--- config.mk ---
export PLATFORM = sky130hd
export DESIGN_NAME = cibs_top
export DESIGN_NICKNAME = d
export VERILOG_FILES = /design/src/core/cibs_pkg.sv /design/src/core/cibs_sync.sv /design/src/core/cibs_top.sv
export SDC_FILE = /design/constraint.sdc
export NUM_CORES = 1
export LEC_CHECK = 0
export CAP_MARGIN = 10
export CORE_ASPECT_RATIO = 0.75
export CORE_UTILIZATION = 40
export DETAILED_ROUTE_END_ITERATION = 8
export DONT_BUFFER_PORTS = 1
export GPL_ROUTABILITY_DRIVEN = 1
export PLACE_DENSITY = 0.53
export SLEW_MARGIN = 20
export SYNTH_ARGS = -nofsm -noshare
export SYNTH_HDL_FRONTEND = slang
export SYNTH_SLANG_ARGS = --single-unit
export TNS_END_PERCENT = 20
--- constraint.sdc ---
create_clock -name clk -period 1.89 [get_ports clk]
set_clock_uncertainty 0.1 [all_clocks]
set_input_delay 0.189 -clock clk [delete_from_list [all_inputs] [get_ports clk]]
set_output_delay 0.189 -clock clk [all_outputs]
set_load 0.005 [all_outputs]
--- src/core/cibs_pkg.sv ---
// constants shared by the interrupt and bus status unit
`default_nettype none
package cibs_pkg;
   // restart vectors
   localparam logic [7:0] CIBS_VEC_TRAP = 8'h24;
   localparam logic [7:0] CIBS_VEC_R55 = 8'h2c;
   localparam logic [7:0] CIBS_VEC_R65 = 8'h34;
   localparam logic [7:0] CIBS_VEC_R75 = 8'h3c;
   localparam logic [7:0] CIBS_VEC_NONE = 8'h00;
   localparam logic [2:0] CIBS_RST_SHIFT = 3'h3; // restart n jumps to n times 8
   localparam logic [15:0] CIBS_SP_STEP = 16'h0002;
   // mask read byte layout
   localparam int CIBS_RD_SID = 7;
   localparam int CIBS_RD_P75 = 6;
   localparam int CIBS_RD_P65 = 5;
   localparam int CIBS_RD_P55 = 4;
   localparam int CIBS_RD_IE = 3;
   localparam int CIBS_RD_M75 = 2;
   localparam int CIBS_RD_M65 = 1;
   localparam int CIBS_RD_M55 = 0;
   // bus status codes {s1,s0}
   localparam logic [1:0] CIBS_ST_HALT = 2'h0;
   localparam logic [1:0] CIBS_ST_WRITE = 2'h1;
   localparam logic [1:0] CIBS_ST_READ = 2'h2;
   localparam logic [1:0] CIBS_ST_FETCH = 2'h3;
   localparam int CIBS_NRST = 3;
   localparam logic [2:0] CIBS_MASK_RST = 3'h7; // all restarts masked
   // accepted source codes
   typedef enum logic [2:0] {
      CIBS_SRC_NONE, CIBS_SRC_TRAP, CIBS_SRC_R75, CIBS_SRC_R65, CIBS_SRC_R55, CIBS_SRC_GEN
   } cibs_src_t;
   // bus cycle requested by the sequencer
   typedef enum logic [2:0] {
      CIBS_CYC_HALT, CIBS_CYC_FETCH, CIBS_CYC_READ, CIBS_CYC_WRITE, CIBS_CYC_DADIDLE, CIBS_CYC_ACK
   } cibs_cyc_t;
endpackage
`default_nettype wire

--- src/core/cibs_sync.sv ---
// two-flop synchroniser bank for asynchronous inputs
`default_nettype none
module cibs_sync #(
   parameter int W = 1
) (
   input wire logic clk, // processor clock
   input wire logic rst_n, // synchronous reset, active low
   input wire logic [W-1:0] d, // raw inputs
   output logic [W-1:0] q // synchronised inputs
);
   logic [W-1:0] meta_q;
   // first stage only feeds second stage
   always_ff @(posedge clk) begin
      if (!rst_n) begin
         meta_q <= '0;
         q <= '0;
      end else begin
         meta_q <= d;
         q <= meta_q;
      end
   end
endmodule
`default_nettype wire

--- src/core/cibs_top.sv ---
// interrupt priority, masks, serial lines and bus status of the processor
`default_nettype none
// How it works
// each restart input has own mask bit
// enabled unmasked request makes internal restart
// trap restarts regardless of enable, masks
// vectors 24, 2c, 34, 3c hex
// 5.5 and 6.5 level, sampled like general
// 7.5 rising edge sets pending latch
// 7.5 latch holds until serviced, cleared, reset
// 7.5 latches even masked and disabled
// masks change only on mask set, reset
// priority trap, 7.5, 6.5, 5.5, general
// arbitration ignores running service routine
// trap needs new rise, level still high
// trap source holds high until acknowledged
// read samples serial in; set loads out
// status codes halt, write, read, fetch
// double add idle cycles show read status
// status ahead of transfer, strobed by latch enable
// hold, ready, interrupts synchronised first
// restart n pushes, sp minus two, jumps n*8
// ready low stretches the cycle
// global enable cleared at reset and accept
// mask read returns masks, pending, serial in
// acknowledge strobe replaces read after general
// serial out high after reset
// 7.5 cleared on ack; levels re-evaluated live
// mask set carries masks, qualifiers, clear, data

module cibs_top
   import cibs_pkg::*;
(
   input wire logic clk, // processor clock, 40 MHz
   input wire logic rst_n, // synchronous reset, active low
   input wire logic general_irq_input, // general request, high level
   input wire logic rst55_in, // restart 5.5, high level
   input wire logic rst65_in, // restart 6.5, high level
   input wire logic rst75_in, // restart 7.5, rising edge
   input wire logic trap_in, // non-maskable restart
   input wire logic hold_in, // bus hold request
   input wire logic ready_in, // memory ready
   input wire logic serial_in_line, // serial input
   input wire logic sample_point, // last cycle of instruction
   input wire logic enable_irq_instruction, // sets global enable
   input wire logic disable_irq_instruction, // clears global enable
   input wire logic mask_read_instruction, // latch mask read byte
   input wire logic mask_set_instruction, // mask set executes
   input wire logic [2:0] set_mask_val, // new masks 7.5,6.5,5.5
   input wire logic set_mask_upd, // masks take set_mask_val
   input wire logic set_clr75, // clear 7.5 pending
   input wire logic set_sod_upd, // serial out takes set_sod_val
   input wire logic set_sod_val, // serial out data
   input wire logic cyc_start, // start of a machine cycle
   input wire cibs_cyc_t cyc_kind, // kind of machine cycle
   input wire logic rst_instr, // restart instruction executes
   input wire logic [2:0] rst_index, // restart instruction index
   input wire logic [15:0] pc_in, // return address
   input wire logic [15:0] sp_in, // current stack pointer

   output logic irq_take, // restart accepted this cycle
   output cibs_src_t irq_src, // source of accepted request
   output logic [7:0] irq_vector, // restart vector address
   output logic global_irq_enable, // global enable state
   output logic [7:0] mask_read_data, // byte for accumulator
   output logic serial_out_line, // serial output
   output logic [1:0] bus_status, // {s1,s0}
   output logic ale, // address latch enable
   output logic rd_strobe_n, // read strobe, active low
   output logic irq_acknowledge_strobe_n, // acknowledge strobe, active low
   output logic wr_strobe_n, // write strobe, active low
   output logic cyc_wait, // cycle stretched by ready
   output logic hold_sync, // synchronised hold
   output logic [15:0] push_addr, // return address to push
   output logic [15:0] sp_next, // stack pointer after push
   output logic [15:0] jump_addr, // restart target
   output logic push_valid // restart push and jump data valid
);
   logic [6:0] sync_q;
   logic gen_s, r55_s, r65_s, r75_s, trap_s, ready_s;
   logic r75_d1_q, trap_d1_q, trap_arm_q;
   logic [2:0] mask_q; // [2]=7.5 [1]=6.5 [0]=5.5
   logic pend75_q, ie_q, sod_q;

   logic trap_req, r75_req, r65_req, r55_req, gen_req;
   cibs_src_t win;
   logic ack_pend_q;

   logic [1:0] stat_q;
   logic ale_q, rd_q, ack_q, wr_q;
   logic [7:0] vec_q, rim_q;
   cibs_src_t src_q;
   logic take_q;

   logic [15:0] push_q, spn_q, jmp_q;
   logic pv_q;
   logic active_q, is_rd_q, is_wr_q, is_ack_q;

   // ----------------------------------------
   // input synchronisation
   // ----------------------------------------
   // raw request, hold and ready pins pass two flops before any use; serial input is used unsynchronised
   cibs_sync #(.W(7)) u_sync (
      .clk(clk),
      .rst_n(rst_n),
      .d({general_irq_input, rst55_in, rst65_in, rst75_in, trap_in, hold_in, ready_in}),
      .q(sync_q)
   );

   assign {gen_s, r55_s, r65_s, r75_s, trap_s, hold_sync, ready_s} = sync_q;

   // ----------------------------------------
   // edge capture and pending state
   // ----------------------------------------
   // delayed copies for edge detection, taken off the synchronised side
   always_ff @(posedge clk) begin
      if (!rst_n) begin
         r75_d1_q <= 1'b0;
         trap_d1_q <= 1'b0;
      end else begin
         r75_d1_q <= r75_s;
         trap_d1_q <= trap_s;
      end
   end

   // 7.5 latch: edge wins over a same-cycle clear so no request is lost
   always_ff @(posedge clk) begin
      if (!rst_n) begin
         pend75_q <= 1'b0;
      end else if (r75_s && !r75_d1_q) begin
         pend75_q <= 1'b1;
      end else if ((mask_set_instruction && set_clr75) || (take_q && src_q == CIBS_SRC_R75)) begin
         pend75_q <= 1'b0;
      end
   end

   // trap armed on a rise, disarmed once acknowledged; glitch-proof by needing level too
   always_ff @(posedge clk) begin
      if (!rst_n) begin
         trap_arm_q <= 1'b0;
      end else if (trap_s && !trap_d1_q) begin
         trap_arm_q <= 1'b1;
      end else if (!trap_s || (take_q && src_q == CIBS_SRC_TRAP)) begin
         trap_arm_q <= 1'b0;
      end
   end

   // ----------------------------------------
   // masks, enable and serial output
   // ----------------------------------------
   // masks move only on the mask set path
   always_ff @(posedge clk) begin
      if (!rst_n) begin
         mask_q <= CIBS_MASK_RST;
      end else if (mask_set_instruction && set_mask_upd) begin
         mask_q <= set_mask_val;
      end
   end

   // acceptance clears enable, and beats an enable in the same cycle
   always_ff @(posedge clk) begin
      if (!rst_n) begin
         ie_q <= 1'b0;
      end else if (irq_take || disable_irq_instruction) begin
         ie_q <= 1'b0;
      end else if (enable_irq_instruction) begin
         ie_q <= 1'b1;
      end
   end

   // serial output latch, idles high
   always_ff @(posedge clk) begin
      if (!rst_n) begin
         sod_q <= 1'b1;
      end else if (mask_set_instruction && set_sod_upd) begin
         sod_q <= set_sod_val;
      end
   end

   // mask read byte, sampled when the instruction runs
   always_ff @(posedge clk) begin
      if (!rst_n) begin
         rim_q <= 8'h00;
      end else if (mask_read_instruction) begin
         rim_q[CIBS_RD_SID] <= serial_in_line;
         rim_q[CIBS_RD_P75] <= pend75_q;
         rim_q[CIBS_RD_P65] <= r65_s;
         rim_q[CIBS_RD_P55] <= r55_s;
         rim_q[CIBS_RD_IE] <= ie_q;
         rim_q[CIBS_RD_M75] <= mask_q[2];
         rim_q[CIBS_RD_M65] <= mask_q[1];
         rim_q[CIBS_RD_M55] <= mask_q[0];
      end
   end

   // ----------------------------------------
   // priority arbitration
   // ----------------------------------------
   // levels come from the synchronised inputs each sample point; no in-service memory kept
   assign trap_req = trap_arm_q && trap_s;
   assign r75_req = ie_q && !mask_q[2] && pend75_q;
   assign r65_req = ie_q && !mask_q[1] && r65_s;
   assign r55_req = ie_q && !mask_q[0] && r55_s;
   assign gen_req = ie_q && gen_s;

   always_comb begin
      win = CIBS_SRC_NONE;
      if (trap_req) begin
         win = CIBS_SRC_TRAP;
      end else if (r75_req) begin
         win = CIBS_SRC_R75;
      end else if (r65_req) begin
         win = CIBS_SRC_R65;
      end else if (r55_req) begin
         win = CIBS_SRC_R55;
      end else if (gen_req) begin
         win = CIBS_SRC_GEN;
      end
   end

   assign irq_take = sample_point && (win != CIBS_SRC_NONE);

   // registered result of the acceptance
   always_ff @(posedge clk) begin
      if (!rst_n) begin
         take_q <= 1'b0;
         src_q <= CIBS_SRC_NONE;
         vec_q <= CIBS_VEC_NONE;
      end else begin
         take_q <= irq_take;
         if (irq_take) begin
            src_q <= win;
            case (win)
               CIBS_SRC_TRAP: vec_q <= CIBS_VEC_TRAP;
               CIBS_SRC_R75: vec_q <= CIBS_VEC_R75;
               CIBS_SRC_R65: vec_q <= CIBS_VEC_R65;
               CIBS_SRC_R55: vec_q <= CIBS_VEC_R55;
               default: vec_q <= CIBS_VEC_NONE; // general: vector comes from bus
            endcase
         end
      end
   end

   // general acceptance arms the acknowledge strobe for every read or fetch cycle until a halt cycle starts
   always_ff @(posedge clk) begin
      if (!rst_n) begin
         ack_pend_q <= 1'b0;
      end else if (irq_take && win == CIBS_SRC_GEN) begin
         ack_pend_q <= 1'b1;
      end else if (cyc_start && cyc_kind == CIBS_CYC_HALT) begin
         ack_pend_q <= 1'b0;
      end
   end

   // ----------------------------------------
   // restart push and jump
   // ----------------------------------------
   // restart return data taken once per instruction
   always_ff @(posedge clk) begin
      if (!rst_n) begin
         push_q <= 16'h0000;
         spn_q <= 16'h0000;
         jmp_q <= 16'h0000;
         pv_q <= 1'b0;
      end else begin
         pv_q <= rst_instr;
         if (rst_instr) begin
            push_q <= pc_in;
            spn_q <= sp_in - CIBS_SP_STEP;
            jmp_q <= {13'h0000, rst_index} << CIBS_RST_SHIFT;
         end
      end
   end

   // ----------------------------------------
   // bus status and strobes
   // ----------------------------------------
   // status and latch enable in the first clock; strobes until ready
   always_ff @(posedge clk) begin
      if (!rst_n) begin
         stat_q <= CIBS_ST_HALT;
         ale_q <= 1'b0;
         active_q <= 1'b0;
         is_rd_q <= 1'b0;
         is_wr_q <= 1'b0;
         is_ack_q <= 1'b0;
      end else if (cyc_start) begin
         ale_q <= (cyc_kind != CIBS_CYC_HALT) && (cyc_kind != CIBS_CYC_DADIDLE);
         active_q <= (cyc_kind != CIBS_CYC_HALT) && (cyc_kind != CIBS_CYC_DADIDLE);
         is_rd_q <= (cyc_kind == CIBS_CYC_READ || cyc_kind == CIBS_CYC_FETCH) && !ack_pend_q;
         is_ack_q <= (cyc_kind == CIBS_CYC_ACK) || ((cyc_kind == CIBS_CYC_READ ||
                     cyc_kind == CIBS_CYC_FETCH) && ack_pend_q);
         is_wr_q <= cyc_kind == CIBS_CYC_WRITE;
         case (cyc_kind)
            CIBS_CYC_HALT: stat_q <= CIBS_ST_HALT;
            CIBS_CYC_WRITE: stat_q <= CIBS_ST_WRITE;
            CIBS_CYC_READ: stat_q <= CIBS_ST_READ;
            CIBS_CYC_DADIDLE: stat_q <= CIBS_ST_READ;
            CIBS_CYC_FETCH: stat_q <= CIBS_ST_FETCH;
            CIBS_CYC_ACK: stat_q <= CIBS_ST_FETCH;
            default: stat_q <= CIBS_ST_HALT;
         endcase
      end else begin
         ale_q <= 1'b0;
         if (active_q && !ale_q && ready_s) begin
            active_q <= 1'b0;
         end
      end
   end

   // strobes run after the latch enable and hold while ready is low
   always_ff @(posedge clk) begin
      if (!rst_n) begin
         rd_q <= 1'b1;
         wr_q <= 1'b1;
         ack_q <= 1'b1;
      end else begin
         rd_q <= !(ale_q && is_rd_q) && !(rd_q == 1'b0 && !ready_s && active_q);
         wr_q <= !(ale_q && is_wr_q) && !(wr_q == 1'b0 && !ready_s && active_q);
         ack_q <= !(ale_q && is_ack_q) && !(ack_q == 1'b0 && !ready_s && active_q);
      end
   end

   // outputs come straight from their registers, except cyc_wait, which is decoded from them, and irq_take, which is combinational
   assign cyc_wait = active_q && !ale_q && !ready_s;
   assign irq_src = src_q;
   assign irq_vector = vec_q;
   assign global_irq_enable = ie_q;
   assign mask_read_data = rim_q;
   assign serial_out_line = sod_q;
   assign bus_status = stat_q;
   assign ale = ale_q;
   assign rd_strobe_n = rd_q;
   assign wr_strobe_n = wr_q;
   assign irq_acknowledge_strobe_n = ack_q;
   assign push_addr = push_q;
   assign sp_next = spn_q;
   assign jump_addr = jmp_q;
   assign push_valid = pv_q;
endmodule
`default_nettype wire

==> flow_metrics.tcl <==
set metrics [dict create \
    areaGrowthSynthToFinish_pct 29.09 \
    delay_of_the_slowest_cell_on_the_worst_path_ps 580 \
    drc 0 \
    layout.cell_area.non_filler_sq_um 4298 \
    met3_wirelength_um 730 \
    synth_area_per_cell_sq_um 9.274 \
    fin_cells 536 \
    min-delay-path-class "in2reg" \
    pin_count_of_the_biggest_net_entering_global_routing 52 \
    worstPathCellList "inv_1, ha_1, or4b_4, buf_4, nor2_1, xnor2_1, dlygate4sd3_1, a21oi_1" \
    final_antenna_net_count 0 \
    rsz0062_at_grt "true" \
    setup-violations-final 0 \
    synth-seq-area-share_pct 51.11 \
    cts.sinks 85 \
    max_used_layer "met4" \
    synth_enable_flop_cells 0 \
    critPathRequiredTime_ps 2020 \
    synth_cells 359 \
    fin_util_pct 53.81 \
    report.final.hold_viol_count 0 \
    cp_top_family "buffers and inverters" \
    synth.lib_cells_used.distinct 44 \
    critical_path.startpoint_type "input pin" \
    finalCritPeriodShare_pct 98.82 \
    worst_ep_arrival_time_ps 2000 \
    share_of_async_settable_or_async_resettable_flops_after_synthesis_pct 0 \
    top_level_ports 141 \
    synthesis.yosys.warnings 0 \
    multi_input_area_sq_um 1466 \
    sw_frac_of_total_pct 24.33 \
    leak_pwr_nw 1.714 \
    tritoncts_clock_tree "yes" \
    cts_post_setup_buffers_inserted 0 \
    fp.dieArea_sq_um 8696 \
    postSynthRegisterBits 85 \
    initialDrtViolationCount 101 \
    clock_power_share_pct 35.9 \
    final-max-slew-violation-count 0 \
    layout-drive-gt1-share_pct 6.497 \
    place_congestion 0.8283 \
    antennaDiodeCount 0 \
    wl_per_cell_um 15.06 \
    layout.cells.most_common_list "dfxtp_1, dlygate4sd3_1, nor2_1" \
    place_area_sq_um 3347 \
    floorplan.die.height_um 81.01 \
    finalWorstPathRequiredPeriod_ps 1868 \
    critPathSlowestCell "dlygate4sd3_1" \
    floorplan.initialDensity_pct 41.68 \
    clk-insertion-delay-late_ps 350 \
    num_rows 28 \
    p_comb_share_pct 10.1 \
    sw_power_mw 0.8782 \
    worst_setup_hold_path_clk_slew_ps 90 \
    grt.overflow.total 0 \
    grt_pass1_vias 2532 \
    pre_repair_dr_iteration_count 5 \
    place.detailed.instances 448 \
    endpoint_kind "flop" \
    seq_area_sq_um 1702 \
    power.density_cell_area_nw_per_um2 840.0 \
    drt_wl_total_um 8073 \
    global_route_wire_length_before_repair_um 12170 \
    viasPerCell 5.035 \
    clock_tree.buffer_depth 2 \
    status "finished, final reports clean" \
    placement.io_buffers 0 \
    cts.root.buffer_cell "clkbuf_8" \
    gr-usage-all-layers_pct 18.58 \
    core_area_sq_um 7988 \
    synth_flop_cell "dfxtp_1" \
    htreeDepth 3 \
    dieWidth_um 107.3 \
    peakVddDrop_mv 0.3238 \
    filler_cell_count 701 \
    timing_worst_setup_path_type "in2reg" \
    detail_route.wirelength.met1_um 3591 \
    p_seq_share_pct 54.0 \
    num_vias 2699 \
    drv_cap 0 \
    place_hpwl_um 4743 \
    cts_buffers 9 \
    layout.cells.most_common "dfxtp_1" \
    intPower_mw 2.732 \
    grt_antenna_before_repair 0 \
    timing.max_slew.rel_slack_pct 65.78 \
    syn-cell-area_sq_um 3329 \
    timing_worst_slew_pin_value_ps 506.5 \
    crit_fanout 4 \
    wl_met2_um 3631 \
    post_layout_nets 489 \
    max_freq_ghz 0.5354 \
    critPathBufInv 3 \
]
==> synthesized netlist by cell type (2+ instances only) <==
master | count | area [sq um]
a21oi_1 | 17 | 85.08
clkinv_1 | 2 | 7.510
nor2_1 | 43 | 161.4
o21ai_0 | 19 | 95.09
inv_1 | 5 | 18.77
or2_2 | 2 | 12.51
a211oi_1 | 3 | 22.52
dfxtp_1 | 85 | 1702
buf_4 | 18 | 135.1
o41ai_1 | 2 | 17.52
nor4_1 | 3 | 18.77
nand3_1 | 15 | 75.07
mux2i_1 | 28 | 280.3
nand2b_1 | 5 | 31.28
xor2_1 | 3 | 26.28
nor3_1 | 9 | 45.04
clkbuf_1 | 16 | 60.06
nor2b_1 | 3 | 18.77
o21a_1 | 4 | 30.03
nand2_1 | 23 | 86.33
or3_1 | 4 | 25.02
and2_1 | 18 | 112.6
nor4bb_1 | 2 | 20.02
xnor2_1 | 6 | 52.55
a31oi_1 | 4 | 25.02
a21boi_0 | 2 | 15.01
==> path summary, 6_finish.rpt <==
path,from,to,slack [ps],depth (start not counted)
setup / recovery,sp_in[1],sp_next[7],20,8
hold / removal,cyc_kind[2],is_ack_q,30,3
setup reg to reg,u_sync.q[4],irq_vector[2],270,4
hold reg to reg,trap_d1_q,trap_arm_q,310,1
==> per-stage QoR <==
stage / hold slack, ps / power (mW) / TNS, ps / worst slack [ps]
after floorplan: 167.3 / 2.192 / 0 / 178.1
after global placement: 160.0 / 2.180 / 0 / 158.5
after detailed placement: 158.9 / 2.183 / 0 / 143.6
after CTS: 0.8246 / 3.652 / 0 / 36.94
after global routing: 15.92 / 3.786 / -34.36 / -21.74
final: 29.73 / 3.610 / 0 / 22.22
==> what timing repair did <==
| action | in CTS | in global routing |
|---|---|---|
| hold endpoints to repair | 81 | 0 |
| endpoints found under the setup margin | 0 | 3 |
| hold buffers | 73 | 0 |
| resized for setup | 0 | 2 |
==> logic make-up (layout without fill, tap and decap cells) <==
family / after synthesis / count (layout) / share of synthesized area (%)
AO/OA/AOI/OAI: 59 / 59 / 10.79
XOR/XNOR: 9 / 9 / 2.368
adder cells (fa/ha/maj): 1 / 1 / 0.3757
buffers and inverters: 43 / 99 / 6.915
flip-flops: 85 / 85 / 51.11
multiplexers: 28 / 28 / 8.418
other: 1 / 17 / 0.1126
AND/OR/NAND/NOR: 133 / 133 / 19.92
==> power groups by stage <==
| stage | Sequential [mW] | Combinational [mW] | Clock (mW) |
|---|---|---|---|
| global placement | 1.99 | 0.189 | 0 |
| finish | 1.95 | 0.363 | 1.30 |
| detailed placement | 1.99 | 0.193 | 0 |
| floorplan | 1.97 | 0.222 | 0 |
| CTS | 1.95 | 0.359 | 1.34 |
| global route | 1.96 | 0.405 | 1.42 |
==> flip-flops by register name, indices dropped and copies added (netlist names), 2 cells and up <==
register	flops
irq_src	3
irq_vector	3
sp_next	16
mask_read_data	8
jump_addr	3
u_sync.meta_q	7
u_sync.q	7
push_addr	16
mask_q	3
bus_status	2
==> metal layers <==
| layer | up-vias | track usage, % |
|---|---|---|
| met3 | 11 | 8.106 |
| met1 | 1242 | 21.76 |
| li1 | 1323 | - |
| met5 | - | 0 |
| met4 | 0 | 9.315 |
| met2 | 123 | 29.23 |
==> tightest hold or removal path, stage by stage <==
cell and delay [ps]:
nor4bb_1 30, nor3_1 170, nor3_1 60
==> cell type report <==
cell class              count  area share [%]
repair buffers             76           17.93
clock inverters             5           1.397
flip-flops and latches     85           39.59
multi-input cells         247           34.12
inverters                   7          0.6114
well taps                 105           3.057
clock buffers              11           3.290
Power figures use the tool's default switching activity.
